--- config.mk ---
export PLATFORM = sky130hd
export DESIGN_NAME = flash_write_control_status
export DESIGN_NICKNAME = d
export VERILOG_FILES = /design/src/flash_wcs_pkg.sv /design/src/flash_bank_guard.sv /design/src/flash_target_bank.sv /design/src/flash_write_control_status.sv
export VERILOG_INCLUDE_DIRS = /design/src
export SDC_FILE = /design/constraint.sdc
export NUM_CORES = 1
export LEC_CHECK = 0
export ABC_CLOCK_PERIOD_IN_PS = 4200
export BUFFER_PORTS_ARGS = -buffer_cell sky130_fd_sc_hd__buf_4
export CAP_MARGIN = 40
export CORE_MARGIN = 5
export CORE_UTILIZATION = 38
export CTS_CLUSTER_SIZE = 10
export DETAILED_ROUTE_END_ITERATION = 6
export MAX_ROUTING_LAYER = met4
export PLACE_DENSITY = 0.63
export REMOVE_ABC_BUFFERS = 1
export SLEW_MARGIN = 30
export SYNTH_ARGS = -nofsm -noshare
export SYNTH_HDL_FRONTEND = slang
export SYNTH_SLANG_ARGS = --single-unit
--- constraint.sdc ---
create_clock -name clock -period 4.2 [get_ports clock]
set_input_delay 0.21 -clock clock [delete_from_list [all_inputs] [get_ports clock]]
set_output_delay 0.21 -clock clock [all_outputs]
set_load 0.01 [all_outputs]
--- src/flash_wcs_defs.svh ---
// Offsets, field positions, reset values and codes of the flash write control.
`ifndef FLASH_WCS_DEFS_SVH
`define FLASH_WCS_DEFS_SVH
`define RA_BASE_HI 19'h07000
`define RA_CSL 5'h00
`define RA_CSH 5'h02
`define RA_SECL 5'h04
`define RA_SECH 5'h06
`define RA_D0L 5'h08
`define RA_D0H 5'h0a
`define RA_D1L 5'h0c
`define RA_D1H 5'h0e
`define RA_ADL 5'h10
`define RA_ADH 5'h12
`define RA_ERR 5'h14
`define RST_VAL 16'h0000
`define BIT_BUSY1 6
`define BIT_BUSY0 5
`define BIT_LOCK 4
`define BIT_BUSY3 2
`define BIT_BUSY2 1
`define BIT_WS 15
`define BIT_WPG 13
`define BIT_DWPG 12
`define BIT_SER 11
`define BIT_SPR 8
`define BIT_MODULE_SELECT 7
`define CSH_MODE_MASK 16'h3980
`define BIT_ERR_SEQ 0
`define TRAP_INVALID 16'h009b
`define INVALID_DATA 16'hffff
`define TEST_END 24'h001fff
`define BANK1_W 24'h070000
`define BANK3_W 24'h0c0000
`define BANK0_R 24'h000000
`define BANK1_R 24'h070000
`define BANK2_R 24'h090000
`define BANK3_R 24'h0c0000
`define FLASH_END 24'h0e0000
`define SEC_B0_MASK 32'h000003ff
`define SEC_B2_MASK 32'h00070000
`endif

--- src/flash_wcs_pkg.sv ---
// Types shared by the flash write control modules.
package flash_wcs_pkg;
	typedef enum logic [1:0] {ST_IDLE, ST_BUSY, ST_SUSP} op_state_e;
	typedef enum logic [1:0] {OP_WPG, OP_DWPG, OP_SER, OP_SPR} op_kind_e;
	typedef logic [1:0] bank_t;
endpackage

--- src/flash_bank_guard.sv ---
// Per-bank check of array accesses against the bank busy flags.
`include "flash_wcs_defs.svh"
module flash_bank_guard
	import flash_wcs_pkg::*;
(
	// Array access
	input wire logic [23:0] addr,
	input wire logic rd,
	input wire logic wr,
	// Bank state
	input wire logic [3:0] busy,
	// Verdict
	output logic rd_trap,
	output logic wr_block
);
	localparam logic [23:0] LO [5] = '{`BANK0_R, `BANK1_R, `BANK2_R,
		`BANK3_R, `FLASH_END};
	logic [3:0] hit;

	// Each bank has its own sensing, so only the busy bank is fenced off.
	for (genvar i = 0; i < 4; i++) begin : g_bank
		assign hit[i] = busy[i] && addr >= LO[i] && addr < LO[i + 1];
	end

	assign rd_trap = rd && |hit;
	assign wr_block = wr && |hit;
endmodule // flash_bank_guard

--- src/flash_target_bank.sv ---
// Works out which bank an operation modifies and spots the test sector.
`include "flash_wcs_defs.svh"
module flash_target_bank
	import flash_wcs_pkg::*;
(
	// Operation setup
	input wire logic module_select,
	input wire logic sector_erase_select,
	input wire logic set_protection_select,
	input wire logic [23:0] addr,
	input wire logic [31:0] sectors,
	// Result
	output bank_t bank,
	output logic test_hit
);
	always_comb begin
		if (set_protection_select) begin
			bank = 2'd2;
		end else if (sector_erase_select) begin
			if (module_select) begin
				bank = |(sectors & `SEC_B0_MASK) ? 2'd0 : 2'd1;
			end else begin
				bank = |(sectors & `SEC_B2_MASK) ? 2'd2 : 2'd3;
			end
		end else if (module_select) begin
			bank = addr < `BANK1_W ? 2'd0 : 2'd1;
		end else begin
			bank = addr < `BANK3_W ? 2'd2 : 2'd3;
		end
	end

	// Program writes to the low segment land in the reserved test sector.
	assign test_hit = module_select && !sector_erase_select && !set_protection_select && addr <= `TEST_END;
endmodule // flash_target_bank

--- src/flash_write_control_status.sv ---
// Register interface, lock and busy control of the flash write sequencer.
`include "flash_wcs_defs.svh"
// Behaviour
// - Registers sit in the byte range 0x0E0000 to 0x0E0015.
// - Four 16-bit control registers plus address, data and error registers.
// - Every register takes byte and halfword reads; all but the low status register take byte and halfword writes.
// - Banks sense independently; other banks read normally during a write.
// - Only one program or erase runs at a time across the flash.
// - Reading the bank under modification gives invalid data and trap 009Bh.
// - A core supply drop aborts the operation and returns to read mode.
// - User writes to the bank 0 test sector are rejected.
// - Test sector is visible only in bootstrap mode.
// - Per-bank busy flags set when the write-start bit is set; their status bits still read 0, being copied only while unlocked.
// - Set-protection marks bank 2 busy.
// - Busy bank reads trap with invalid data; writes are ignored.
// - Busy clears on finish or suspend and sets again on resume.
// - While locked, reads of all but the low status register trap and register writes do nothing.
// - Lock sets as soon as the write-start bit is set.
// - Lock stays readable at all times; low lock opens the registers.
// - Error register updates only once all busy flags are clear.
// - Module select steers the operation and clears when it ends.
// - Word program writes one 32-bit word from the first data pair.
// - Sector erase sets selected sectors to 0xFF with pre-programming.
module flash_write_control_status
	import flash_wcs_pkg::*;
(
	// Clock and reset
	input wire logic clock,
	input wire logic resetn,
	// Register port
	input wire logic [23:0] reg_addr,
	input wire logic reg_rd,
	input wire logic reg_wr,
	input wire logic [1:0] reg_be,
	input wire logic [15:0] reg_wdata,
	output logic [15:0] reg_rdata,
	output logic reg_trap,
	// Array access port
	input wire logic [23:0] arr_addr,
	input wire logic arr_rd,
	input wire logic arr_wr,
	output logic arr_trap,
	output logic arr_wr_ignored,
	output logic [15:0] trap_code,
	// System
	input wire logic bootstrap_mode,
	input wire logic supply_low,
	output logic test_sector_visible,
	// Program/erase core
	output logic core_start,
	output logic core_resume,
	output logic core_abort,
	output op_kind_e core_kind,
	output logic core_module,
	output bank_t core_bank,
	output logic [23:0] core_addr,
	output logic [31:0] core_data0,
	output logic [31:0] core_data1,
	output logic [31:0] core_sectors,
	input wire logic core_done,
	input wire logic core_suspended,
	input wire logic [15:0] core_err
);
	op_state_e state_r;
	bank_t bank_r;
	logic [15:0] csh_r, err_r;
	logic [31:0] sec_r, d0_r, d1_r;
	logic [23:0] adr_r;
	logic [4:0] off;
	logic hit, wr_acc, rd_acc, lock, start_req, legal, test_hit, abort;
	logic rd_trap, wr_block;
	logic [3:0] busy;
	logic [15:0] status, rmux;
	bank_t tgt_bank;

	function automatic logic [15:0] merge(input logic [15:0] old,
		input logic [15:0] wd, input logic [1:0] be);
		merge = {be[1] ? wd[15:8] : old[15:8], be[0] ? wd[7:0] : old[7:0]};
	endfunction

	// Decode: byte address within the 0x0E0000 window, halfword granular.
	assign off = {reg_addr[4:1], 1'b0};
	assign hit = reg_addr[23:5] == `RA_BASE_HI && off <= `RA_ERR;
	assign lock = state_r == ST_BUSY;
	// Only reads of the low status register escape the lock; every register write is blocked.
	assign wr_acc = reg_wr && hit && !lock;
	assign rd_acc = reg_rd && hit;
	assign busy = lock ? 4'(1 << bank_r) : 4'h0;
	assign abort = supply_low && state_r != ST_IDLE;
	assign start_req = wr_acc && off == `RA_CSH && reg_be[1] &&
		reg_wdata[`BIT_WS];
	assign legal = $onehot({csh_r[`BIT_WPG], csh_r[`BIT_DWPG],
		csh_r[`BIT_SER], csh_r[`BIT_SPR]}) && !test_hit;

	flash_target_bank u_target (
		.module_select(csh_r[`BIT_MODULE_SELECT]),
		.sector_erase_select(csh_r[`BIT_SER]),
		.set_protection_select(csh_r[`BIT_SPR]),
		.addr(adr_r),
		.sectors(sec_r),
		.bank(tgt_bank),
		.test_hit(test_hit)
	);

	flash_bank_guard u_guard (
		.addr(arr_addr),
		.rd(arr_rd),
		.wr(arr_wr),
		.busy(busy),
		.rd_trap(rd_trap),
		.wr_block(wr_block)
	);

	always_ff @(posedge clock or negedge resetn) begin
		if (!resetn) begin
			state_r <= ST_IDLE;
		end else if (abort) begin
			state_r <= ST_IDLE;
		end else begin
			unique case (state_r)
				ST_IDLE: if (start_req && legal) begin
					state_r <= ST_BUSY;
				end
				ST_BUSY: if (core_done) begin
					state_r <= ST_IDLE;
				end else if (core_suspended) begin
					state_r <= ST_SUSP;
				end
				ST_SUSP: if (start_req) begin
					state_r <= ST_BUSY;
				end
				default: state_r <= ST_IDLE;
			endcase
		end
	end

	always_ff @(posedge clock or negedge resetn) begin
		if (!resetn) begin
			bank_r <= 2'd0;
		end else if (state_r == ST_IDLE && start_req) begin
			bank_r <= tgt_bank;
		end
	end

	always_ff @(posedge clock or negedge resetn) begin
		if (!resetn) begin
			core_start <= 1'b0;
			core_resume <= 1'b0;
			core_abort <= 1'b0;
		end else begin
			core_start <= state_r == ST_IDLE && start_req && legal;
			core_resume <= state_r == ST_SUSP && start_req && !abort;
			core_abort <= abort;
		end
	end

	// Mode bits clear themselves once the operation is over.
	always_ff @(posedge clock or negedge resetn) begin
		if (!resetn) begin
			csh_r <= `RST_VAL;
		end else if (abort || (lock && core_done)) begin
			csh_r <= `RST_VAL;
		end else if (wr_acc && off == `RA_CSH && state_r == ST_IDLE) begin
			csh_r <= merge(csh_r, reg_wdata, reg_be) & `CSH_MODE_MASK;
		end
	end

	always_ff @(posedge clock or negedge resetn) begin
		if (!resetn) begin
			sec_r <= {`RST_VAL, `RST_VAL};
			d0_r <= {`RST_VAL, `RST_VAL};
			d1_r <= {`RST_VAL, `RST_VAL};
			adr_r <= 24'h000000;
		end else if (wr_acc) begin
			unique case (off)
				`RA_SECL: sec_r[15:0] <= merge(sec_r[15:0], reg_wdata, reg_be);
				`RA_SECH: sec_r[31:16] <= merge(sec_r[31:16], reg_wdata, reg_be);
				`RA_D0L: d0_r[15:0] <= merge(d0_r[15:0], reg_wdata, reg_be);
				`RA_D0H: d0_r[31:16] <= merge(d0_r[31:16], reg_wdata, reg_be);
				`RA_D1L: d1_r[15:0] <= merge(d1_r[15:0], reg_wdata, reg_be);
				`RA_D1H: d1_r[31:16] <= merge(d1_r[31:16], reg_wdata, reg_be);
				`RA_ADL: adr_r[15:0] <= merge(adr_r[15:0], reg_wdata, reg_be);
				`RA_ADH: adr_r[23:16] <= reg_be[0] ? reg_wdata[7:0] : adr_r[23:16];
				default: ;
			endcase
		end
	end

	// Capture happens as busy drops, so it wins over a host write.
	always_ff @(posedge clock or negedge resetn) begin
		if (!resetn) begin
			err_r <= `RST_VAL;
		end else if (lock && core_done) begin
			err_r <= core_err;
		end else if (state_r == ST_IDLE && start_req && !legal) begin
			err_r[`BIT_ERR_SEQ] <= 1'b1;
		end else if (wr_acc && off == `RA_ERR) begin
			err_r <= merge(err_r, reg_wdata, reg_be);
		end
	end

	always_comb begin
		status = `RST_VAL;
		status[`BIT_LOCK] = lock;
		if (!lock) begin
			status[`BIT_BUSY0] = busy[0];
			status[`BIT_BUSY1] = busy[1];
			status[`BIT_BUSY2] = busy[2];
			status[`BIT_BUSY3] = busy[3];
		end
		unique case (off)
			`RA_CSL: rmux = status;
			`RA_CSH: rmux = csh_r;
			`RA_SECL: rmux = sec_r[15:0];
			`RA_SECH: rmux = sec_r[31:16];
			`RA_D0L: rmux = d0_r[15:0];
			`RA_D0H: rmux = d0_r[31:16];
			`RA_D1L: rmux = d1_r[15:0];
			`RA_D1H: rmux = d1_r[31:16];
			`RA_ADL: rmux = adr_r[15:0];
			`RA_ADH: rmux = {8'h00, adr_r[23:16]};
			default: rmux = err_r;
		endcase
	end

	always_ff @(posedge clock or negedge resetn) begin
		if (!resetn) begin
			reg_rdata <= `RST_VAL;
			reg_trap <= 1'b0;
		end else if (rd_acc && lock && off != `RA_CSL) begin
			reg_rdata <= `INVALID_DATA;
			reg_trap <= 1'b1;
		end else begin
			reg_rdata <= rd_acc ? rmux : `RST_VAL;
			reg_trap <= 1'b0;
		end
	end

	always_ff @(posedge clock or negedge resetn) begin
		if (!resetn) begin
			arr_trap <= 1'b0;
			arr_wr_ignored <= 1'b0;
			trap_code <= `RST_VAL;
			test_sector_visible <= 1'b0;
		end else begin
			arr_trap <= rd_trap;
			arr_wr_ignored <= wr_block;
			trap_code <= (rd_trap || (rd_acc && lock && off != `RA_CSL)) ?
				`TRAP_INVALID : `RST_VAL;
			test_sector_visible <= bootstrap_mode;
		end
	end

	// The core gets word data from the first pair, double words from both.
	assign core_kind = csh_r[`BIT_SPR] ? OP_SPR : csh_r[`BIT_SER] ? OP_SER :
		csh_r[`BIT_DWPG] ? OP_DWPG : OP_WPG;
	assign core_module = csh_r[`BIT_MODULE_SELECT];
	assign core_bank = bank_r;
	assign core_addr = adr_r;
	assign core_data0 = d0_r;
	assign core_data1 = d1_r;
	assign core_sectors = sec_r;

	lock_on_start_a: assert property (@(posedge clock) disable iff (!resetn)
		state_r == ST_IDLE && start_req && legal && !abort |=> lock)
		else $error("lock not set after start");
	one_op_a: assert property (@(posedge clock) disable iff (!resetn)
		lock && !core_done && !core_suspended && !abort |=> lock && $stable(bank_r))
		else $error("operation changed while running");
	abort_clears_a: assert property (@(posedge clock) disable iff (!resetn)
		abort |=> !lock && busy == 4'h0 && core_abort && csh_r == `RST_VAL)
		else $error("abort left flags set");
	locked_read_a: assert property (@(posedge clock) disable iff (!resetn)
		rd_acc && lock && off != `RA_CSL |=> reg_trap &&
		reg_rdata == `INVALID_DATA && trap_code == `TRAP_INVALID)
		else $error("locked read not trapped");
	locked_write_a: assert property (@(posedge clock) disable iff (!resetn)
		lock && !core_done && !abort |=> $stable(d0_r) && $stable(adr_r))
		else $error("register changed under lock");
	busy_read_a: assert property (@(posedge clock) disable iff (!resetn)
		arr_rd && busy[bank_r] && arr_addr >= `BANK2_R && arr_addr < `BANK3_R &&
		bank_r == 2'd2 |=> arr_trap)
		else $error("busy bank read not trapped");
	test_reject_a: assert property (@(posedge clock) disable iff (!resetn)
		state_r == ST_IDLE && start_req && test_hit |=> state_r == ST_IDLE &&
		err_r[`BIT_ERR_SEQ])
		else $error("test sector write started");
	suspend_a: assert property (@(posedge clock) disable iff (!resetn)
		lock && core_suspended && !core_done && !abort |=> busy == 4'h0 ##0
		state_r == ST_SUSP)
		else $error("busy kept during suspend");
	err_capture_a: assert property (@(posedge clock) disable iff (!resetn)
		lock && core_done && !abort |=> err_r == $past(core_err) && busy == 4'h0)
		else $error("error register not captured");
	lock_visible_a: assert property (@(posedge clock) disable iff (!resetn)
		rd_acc && off == `RA_CSL |=> !reg_trap &&
		reg_rdata[`BIT_LOCK] == $past(lock))
		else $error("lock bit unreadable");
endmodule // flash_write_control_status

==> summary.md, run 1 <==
| Metric | Value |
|---|---|
| Setup TNS | `0 ps` |
| Initial antenna violation count | `0` |
| Final critical-path share of the clock period | `63.0%` |
| Post-DP HPWL | `20,200 um` |
| Initial Utilization | `38.3%` |
| Finished Layout Cells | `1,173` |
| Placed Cells | `1,135` |
| Fill count | `1,902` |
| Syn Area/Cell | `12.1 um2` |
| Status | `complete, no violations` |
| Final wirelength | `28,600 um` |
| Clk buf depth | `2` |
| Synth unique cells | `64` |
| Crit-path slowest cell | `fa_1` |
| H-tree depth | `4` |
| CTS Root Cell | `clkbuf_16` |
| Clock slew at reported path FFs | `70 ps` |
| Antenna-violating nets left | `0` |
| Final non-filler cell area | `0.0106 mm2` |
| Fmax | `378 MHz` |
| Post-synthesis async set-or-reset flop share | `100%` |
| Number of diodes | `0` |
| Hold WC Path Type | `input port to flip-flop` |
| Routability cong. | `0.872` |
| RSZ-0062 raised after global routing | `no` |
| Slew Limit Fails | `0` |
| CP Class | `flip-flop to flip-flop` |
| Worst clock skew | `10.8 ps` |
| Leak pwr | `5.45 nW` |
| Number of buffers created by CTS | `17` |
| Final hold violations | `0` |
| DIE AREA | `0.0240 mm2` |
| Total core area | `0.0209 mm2` |
| Post-CTS Setup Bufs | `0` |
| Die X-Extent | `155 um` |
| DP Worst Slack | `1340 ps` |
| Rows | `53` |
| CTS resizes | `0` |
| Fin util | `50.7%` |
| CP max FO | `4` |
| Iteration-0 DRC Markers | `629` |
| GR Overflow Total | `0` |
| Vias in the first global route | `6,703` |
| Fin worst setup slack | `1550 ps` |
| Drt pass-1 iters | `5` |
| Peak VDD IR | `257 uV` |
| Min Tclk post-route | `2650 ps` |
| Number of max-cap violations | `0` |
| Final setup vio count | `0` |
| DRC Markers | `0` |
| # nets final | `981` |
| CTS sink count | `169` |
| Largest net degree at the start of global routing | `110` |
| Area growth syn-to-layout | `32.5%` |
| Bufs and invs on worst path | `2` |
| Slew @ Worst Pin | `878 ps` |
| Ranking of synthesized cells by area | `dfrtp_1 (53%), mux2_2 (16%), a22oi_1 (2.7%)` |
| Commonest non-fill, non-tap cells in the layout | `buf_4 (237), dfrtp_1 (169), mux2_2 (112)` |
| I/O Buffers | `227` |
| Total design power | `3.35 mW` |
| Synth Cell Area | `0.00799 mm2` |
| Worst hold margin | `15.2 ps` |
| TritonCTS clock tree | `built` |
| Cell Area, Placed | `0.00998 mm2` |
| IO Count | `256` |
| Pwr per Cell Area | `317 mW/mm2` |
| Crit end category | `flip-flop` |
| Largest area contributor in the netlist | `dfrtp_1` |
| Hold-fix buffer count after cts | `4` |
| Routed wire length per instance | `24.3 um` |
| Most common cell after layout, fill and taps aside | `buf_4` |
| CP Cell Sequence | `inv_1, fa_1, inv_1, ha_1, ha_1, nor3b_1, o21ai_0, o21a_1, o31ai_1` |
| First-pass GRT wire length | `42,800 um` |
| Mapped Cells | `663` |
| Via count | `6,735` |
| Register area share after synthesis | `52.9%` |
| Global-route usage over all layers | `24.3%` |
| Die Y | `155 um` |
| Yosys top cell area share | `52.9%` |
| Yosys reg bits | `169` |
| Vias per cell | `5.74` |
| Critical path data required time | `4540 ps` |
| Yosys warnings | `0` |
| Slew Limit Headroom | `41.5%` |
| Share of cells above drive strength 1 | `46.5%` |
| WP data arrival | `2990 ps` |
| CP Launch Type | `flip-flop` |
| Post-synth EDFFs | `0` |
| Post-synth top flop | `dfrtp_1` |
| Top delay family on crit path | `adder cells` |
| Worst-Skew Late Latency | `430 ps` |
| Slowest stage delay, CP | `510 ps` |
==> final cells by class <==
cell class / instances / area, um2 / area share, %
Sequential cell: 169 / 4230 / 39.9
Multi-Input combinational cell: 443 / 3570 / 33.8
Timing Repair Buffer: 244 / 1840 / 17.4
Clock buffer: 20 / 467 / 4.41
Tap cell: 275 / 344 / 3.25
Clock inverter: 12 / 91.3 / 0.863
Inverter: 10 / 37.5 / 0.355
==> metal layers <==
metal	global-route usage [%]	part of all wire, %	up-vias
met5	-	0	-
met4	6.94	2.4	0
met3	5.09	6.9	44
met2	37.8	48	279
met1	32.3	42	3468
li1	-	-	2944
==> cells in the mapped netlist (9+ instances only) <==
master,number
a21oi_1,30
a222oi_1,10
a22oi_1,29
and3_1,11
buf_4,15
clkbuf_1,24
dfrtp_1,169
inv_1,10
mux2_1,9
mux2_2,112
nand2_1,33
nand2_2,15
nand3_1,19
nor2_1,13
o21ai_0,16
o22ai_1,10
==> path summary, 6_finish.rpt <==
check                        endpoint      start  cells past startpoint  slack, ps
setup / recovery           state_r[0]  csh_r[11]                      9       1550
hold / removal               arr_trap     arr_rd                      3         20
setup reg to reg           state_r[0]  csh_r[11]                      9       1550
hold reg to reg              err_r[5]   err_r[5]                      1        500
max in group asynchronous    csh_r[7]     resetn                      3       2740
min in group asynchronous    reg_trap     resetn                      2        400
==> worst min-delay path: cells and delay by family <==
family | cells | cell delay (ps)
simple gates | 1 | 50
compound gates | 1 | 50
buf+inv | 1 | 110
==> power by group <==
part           leakage, nW  total [mW]  internal [mW]  switching, mW
combinational         2.83       0.218         0.0785          0.139
clock                0.261        1.50          0.809          0.692
sequential            2.36        1.63           1.63        0.00320
==> flip-flops by register name, summed over array words and instances, names as in the netlist <==
register,flops
core_start,1
state_r,2
core_abort,1
reg_trap,1
core_addr,24
core_data1,32
reg_rdata,16
test_sector_visible,1
trap_code,1
csh_r,5
core_data0,32
core_resume,1
arr_wr_ignored,1
err_r,16
arr_trap,1
core_bank,2
core_sectors,32
==> cells by family (layout without fill, tap and decap cells) <==
logic type	after synthesis	in the layout	synth area share, %
buf+inv	61	286	3.73
simple gates	157	157	11.9
mux	125	125	17.6
compound gates	146	146	13.2
flops	169	169	52.9
fa+ha+maj	4	4	0.720
other cells	1	11	0.0469
Note: power is estimated with default switching activity, not from simulation.
==> run 2, diff against run 1 <==
--- a/config.mk
+++ b/config.mk
@@ -6,7 +6,8 @@
 export SDC_FILE = /design/constraint.sdc
 export NUM_CORES = 1
 export LEC_CHECK = 0
-export ABC_CLOCK_PERIOD_IN_PS = 4200
+export ABC_AREA = 1
+export ABC_CLOCK_PERIOD_IN_PS = 2300
 export BUFFER_PORTS_ARGS = -buffer_cell sky130_fd_sc_hd__buf_4
 export CAP_MARGIN = 40
 export CORE_MARGIN = 5
@@ -14,7 +15,7 @@
 export CTS_CLUSTER_SIZE = 10
 export DETAILED_ROUTE_END_ITERATION = 6
 export MAX_ROUTING_LAYER = met4
-export PLACE_DENSITY = 0.63
+export PLACE_DENSITY = 0.65
 export REMOVE_ABC_BUFFERS = 1
 export SLEW_MARGIN = 30
 export SYNTH_ARGS = -nofsm -noshare
==> constraint.sdc (replaced) <==
create_clock -name clock -period 2.3 [get_ports clock]
set_input_delay 0.115 -clock clock [delete_from_list [all_inputs] [get_ports clock]]
set_output_delay 0.115 -clock clock [all_outputs]
set_load 0.01 [all_outputs]
==> run 2 against run 1 <==
Compared with the run above: final area grew 4.2%; count of clock-buffer cells in the layout fell by 2; worst setup slack worse by 1400 ps; via count increased by 16%; fmax increased by 24%; clock power increased by 98%; global-route usage fell by 0.35 points; combinational power increased by 100%; wire length is 1.4% lower; synthesized cell count rose by 43%; sequential cell count unchanged; largest power group unchanged.
==> summary.md, run 2 <==
| Metric | Value |
|---|---|
| Status | `complete, no violations (unchanged)` |
| Total core area | `0.0210 mm2 (was 0.0209 mm2)` |
| Worst reg-to-reg setup slack | `170 ps (was 1550 ps)` |
| TritonCTS clock tree | `built (unchanged)` |
| Post-DP HPWL | `20,900 um (was 20,200 um)` |
| Final critical-path share of the clock period | `92.7% (was 63.0%)` |
| CTS resizes | `0 (unchanged)` |
| GRT met3 Usage | `3.91% (was 5.09%)` |
| DIE AREA | `0.0243 mm2 (was 0.0240 mm2)` |
| Drt pass-1 iters | `6 (was 5)` |
| Routability cong. | `0.890 (was 0.872)` |
| Yosys reg bits | `169 (unchanged)` |
| CP Launch Type | `flip-flop (unchanged)` |
| Largest net degree at the start of global routing | `72 (was 110)` |
| Worst Hold Launch | `reg_wdata[15] (was arr_rd)` |
| Number of max-cap violations | `0 (unchanged)` |
| Crit-path slowest cell | `fa_1 (unchanged)` |
| Synth cell count leaders | `nand2_1 (270), dfrtp_1 (169), o21ai_0 (151) (was dfrtp_1 (169), mux2_2 (112), nand2_1 (33))` |
| Global-route usage over all layers | `23.9% (was 24.3%)` |
| Worst hold margin | `24.4 ps (was 15.2 ps)` |
| Worst-Skew Late Latency | `440 ps (was 430 ps)` |
| Hold WC Path Type | `input port to flip-flop (unchanged)` |
| Post-synth EDFFs | `0 (unchanged)` |
| Initial Utilization | `38.6% (was 38.3%)` |
| Min Tclk post-route | `2130 ps (was 2650 ps)` |
| R2r worst-path depth | `11 (was 9)` |
| Most common cell after layout, fill and taps aside | `nand2_1 (was buf_4)` |
| Initial antenna violation count | `0 (unchanged)` |
| I/O Buffers | `227 (unchanged)` |
| Peak VDD IR | `498 uV (was 257 uV)` |
| Rows | `53 (unchanged)` |
| Fill count | `1,971 (was 1,902)` |
| Post-synth top flop | `dfrtp_1 (unchanged)` |
| Slew Limit Headroom | `52.1% (was 41.5%)` |
| Commonest non-fill, non-tap cells in the layout | `nand2_1 (270), buf_4 (263), dfrtp_1 (169) (was buf_4 (237), dfrtp_1 (169), mux2_2 (112))` |
| CTS Root Cell | `clkbuf_16 (unchanged)` |
| End of the worst hold path | `err_r[15] (was arr_trap)` |
| CP Class | `flip-flop to flip-flop (unchanged)` |
| Largest area contributor in the netlist | `dfrtp_1 (unchanged)` |
| Most numerous cell in the Yosys netlist | `nand2_1 (was dfrtp_1)` |
| DRC Markers | `0 (unchanged)` |
| Fmax | `469 MHz (was 378 MHz)` |
| Register area share after synthesis | `52.3% (was 52.9%)` |
| Reg-to-Reg Start | `csh_r[8] (was csh_r[11])` |
| Yosys warnings | `0 (unchanged)` |
| RSZ-0062 raised after global routing | `no (unchanged)` |
| FF+latch area | `0.00423 mm2 (unchanged)` |
| Critical path data required time | `2630 ps (was 4540 ps)` |
| DP Worst Slack | `166 ps (was 1340 ps)` |
| Die X-Extent | `156 um (was 155 um)` |
| WP data arrival | `2460 ps (was 2990 ps)` |
| IO Count | `256 (unchanged)` |
| Final wirelength | `28,200 um (was 28,600 um)` |
| Syn Area/Cell | `8.53 um2 (was 12.1 um2)` |
| Number of buffers created by CTS | `17 (unchanged)` |
| Synth Cell Area | `0.00808 mm2 (was 0.00799 mm2)` |
| Vias in the first global route | `7,649 (was 6,703)` |
| CP Cell Sequence | `inv_1, fa_1, inv_1, ha_1, ha_1, nor2_1, nand3_1, nand3_1, nand2_1, nand3_1, nand2_1 (was inv_1, fa_1, inv_1, ha_1, ha_1, nor3b_1, o21ai_0, o21a_1, o31ai_1)` |
| Worst clock skew | `10.1 ps (was 10.8 ps)` |
| Pwr per Cell Area | `580 mW/mm2 (was 317 mW/mm2)` |
| Vias per cell | `5.18 (was 5.74)` |
| First-pass GRT wire length | `43,700 um (was 42,800 um)` |
| Final hold violations | `0 (unchanged)` |
| Iteration-0 DRC Markers | `636 (was 629)` |
| Mapped Cells | `948 (was 663)` |
| Met1 GRT Util | `33.1% (was 32.3%)` |
| GR Util met2 | `36.5% (was 37.8%)` |
| Number of diodes | `0 (unchanged)` |
| Crit end category | `flip-flop (unchanged)` |
| Synth unique cells | `36 (was 64)` |
| Hold Path Cell Cnt | `3 (unchanged)` |
| Final setup vio count | `0 (unchanged)` |
| Ranking of synthesized cells by area | `dfrtp_1 (52%), nand2_1 (13%), o21ai_0 (9.3%) (was dfrtp_1 (53%), mux2_2 (16%), a22oi_1 (2.7%))` |
| Antenna-violating nets left | `0 (unchanged)` |
| Slew @ Worst Pin | `719 ps (was 878 ps)` |
| Setup TNS | `0 ps (unchanged)` |
| Via count | `7,816 (was 6,735)` |
| Die Y | `156 um (was 155 um)` |
| CTS sink count | `169 (unchanged)` |
| Clock slew at reported path FFs | `70 ps (about the same)` |
| Leak pwr | `5.64 nW (was 5.45 nW)` |
| Slew Limit Fails | `0 (unchanged)` |
| H-tree depth | `4 (unchanged)` |
| Routed wire length per instance | `18.6 um (was 24.3 um)` |
| Share of cells above drive strength 1 | `26.1% (was 46.5%)` |
| # nets final | `1,318 (was 981)` |
| GR Overflow Total | `0 (unchanged)` |
| CP max FO | `3 (was 4)` |
| Global routing's busiest layer | `met2 (unchanged)` |
| Yosys top cell area share | `52.3% (was 52.9%)` |
| Area growth syn-to-layout | `36.5% (was 32.5%)` |
| Fin util | `52.7% (was 50.7%)` |
| Post-synthesis async set-or-reset flop share | `100% (unchanged)` |
| Slowest stage delay, CP | `510 ps (about the same)` |
| Worst path most repeated cell | `nand3_1` |
| Fin worst setup slack | `167 ps (was 1550 ps)` |
| Multi-input logic area | `0.00325 mm2 (was 0.00357 mm2)` |
| R2R Path End | `err_r[0] (was state_r[0])` |
| Clk buf depth | `2 (unchanged)` |
-- run 2: changes by cell type in the layout (fill, tap and decap cells not counted), sizes merged, moves of 16 or more --
cell,before,now
inv,13,79
nand3,19,65
o21ai,16,159
dlygate4sd3,4,26
buf,239,267
a22oi,29,0
nor2,13,59
a21oi,31,15
nand2,48,273
mux2,121,0
-- run 2: final cells by class --
class,count,area share [%]
clock buffer,18,3.89
clock inverter,14,1.58
inverter,81,2.76
multi-input combinational,660,29.4
sequential,169,38.3
tap,275,3.12
timing repair buffer,293,20.9
-- run 2: metal layers --
metal  vias to the layer above  wire, um
li1                       3692         -
met1                      3719     12200
met2                       360     13100
met3                        45      2230
met4                         0       590
met5                         -         0
-- run 2: cells by family (layout without fill, tap and decap cells) --
group           after synthesis  count (layout)  share of synthesized area [%]
other cells                   1              11                         0.0464
flops                       169             169                           52.3
fa+ha+maj                     4               4                          0.712
simple gates                430             430                           23.9
buf+inv                     129             406                           8.00
compound gates              215             215                           15.1
-- run 2: how the worst max path moves through the flow --
stage | from | endpoint | slack (ps) | cells after the start
floorplan | state_r[0] | core_addr[0] | -160 | 6
global placement | csh_r[8] | err_r[0] | 180 | 11
detailed placement | csh_r[8] | err_r[0] | 170 | 11
CTS | csh_r[8] | err_r[0] | 160 | 11
global route | csh_r[8] | err_r[0] | 9 | 11
finish | csh_r[8] | err_r[0] | 170 | 11
-- run 2: per-stage QoR --
step | instance area, um2 | total power, mW | cells
6_report | 11000 | 6.40 | 1510
5_1_grt | 11000 | 6.60 | 1510
4_1_cts | 11000 | 6.43 | 1510
3_5_place_dp | 10200 | 3.45 | 1452
3_3_place_gp | 10200 | 3.45 | 1452
2_1_floorplan | 7780 | 3.17 | 910
-- run 2: power by group --
part           internal [mW]  switching [mW]  total, mW
Clock                   1.72            1.25       2.97
Combinational          0.178           0.266      0.444
Sequential              2.98         0.00679       2.99
Total                   4.88            1.53       6.40
-- run 2: worst max-delay path, delay by kind of cell (launching register included) --
family | cells | cell delay (ps)
fa+ha+maj | 3 | 940
simple gates | 6 | 560
flops | 1 | 390
buf+inv | 2 | 130
-- run 2: timing repair --
item | CTS | global route
hold endpoints to repair | 85 | 0
buffers inserted | 0 | 0
hold buffers | 26 | 0
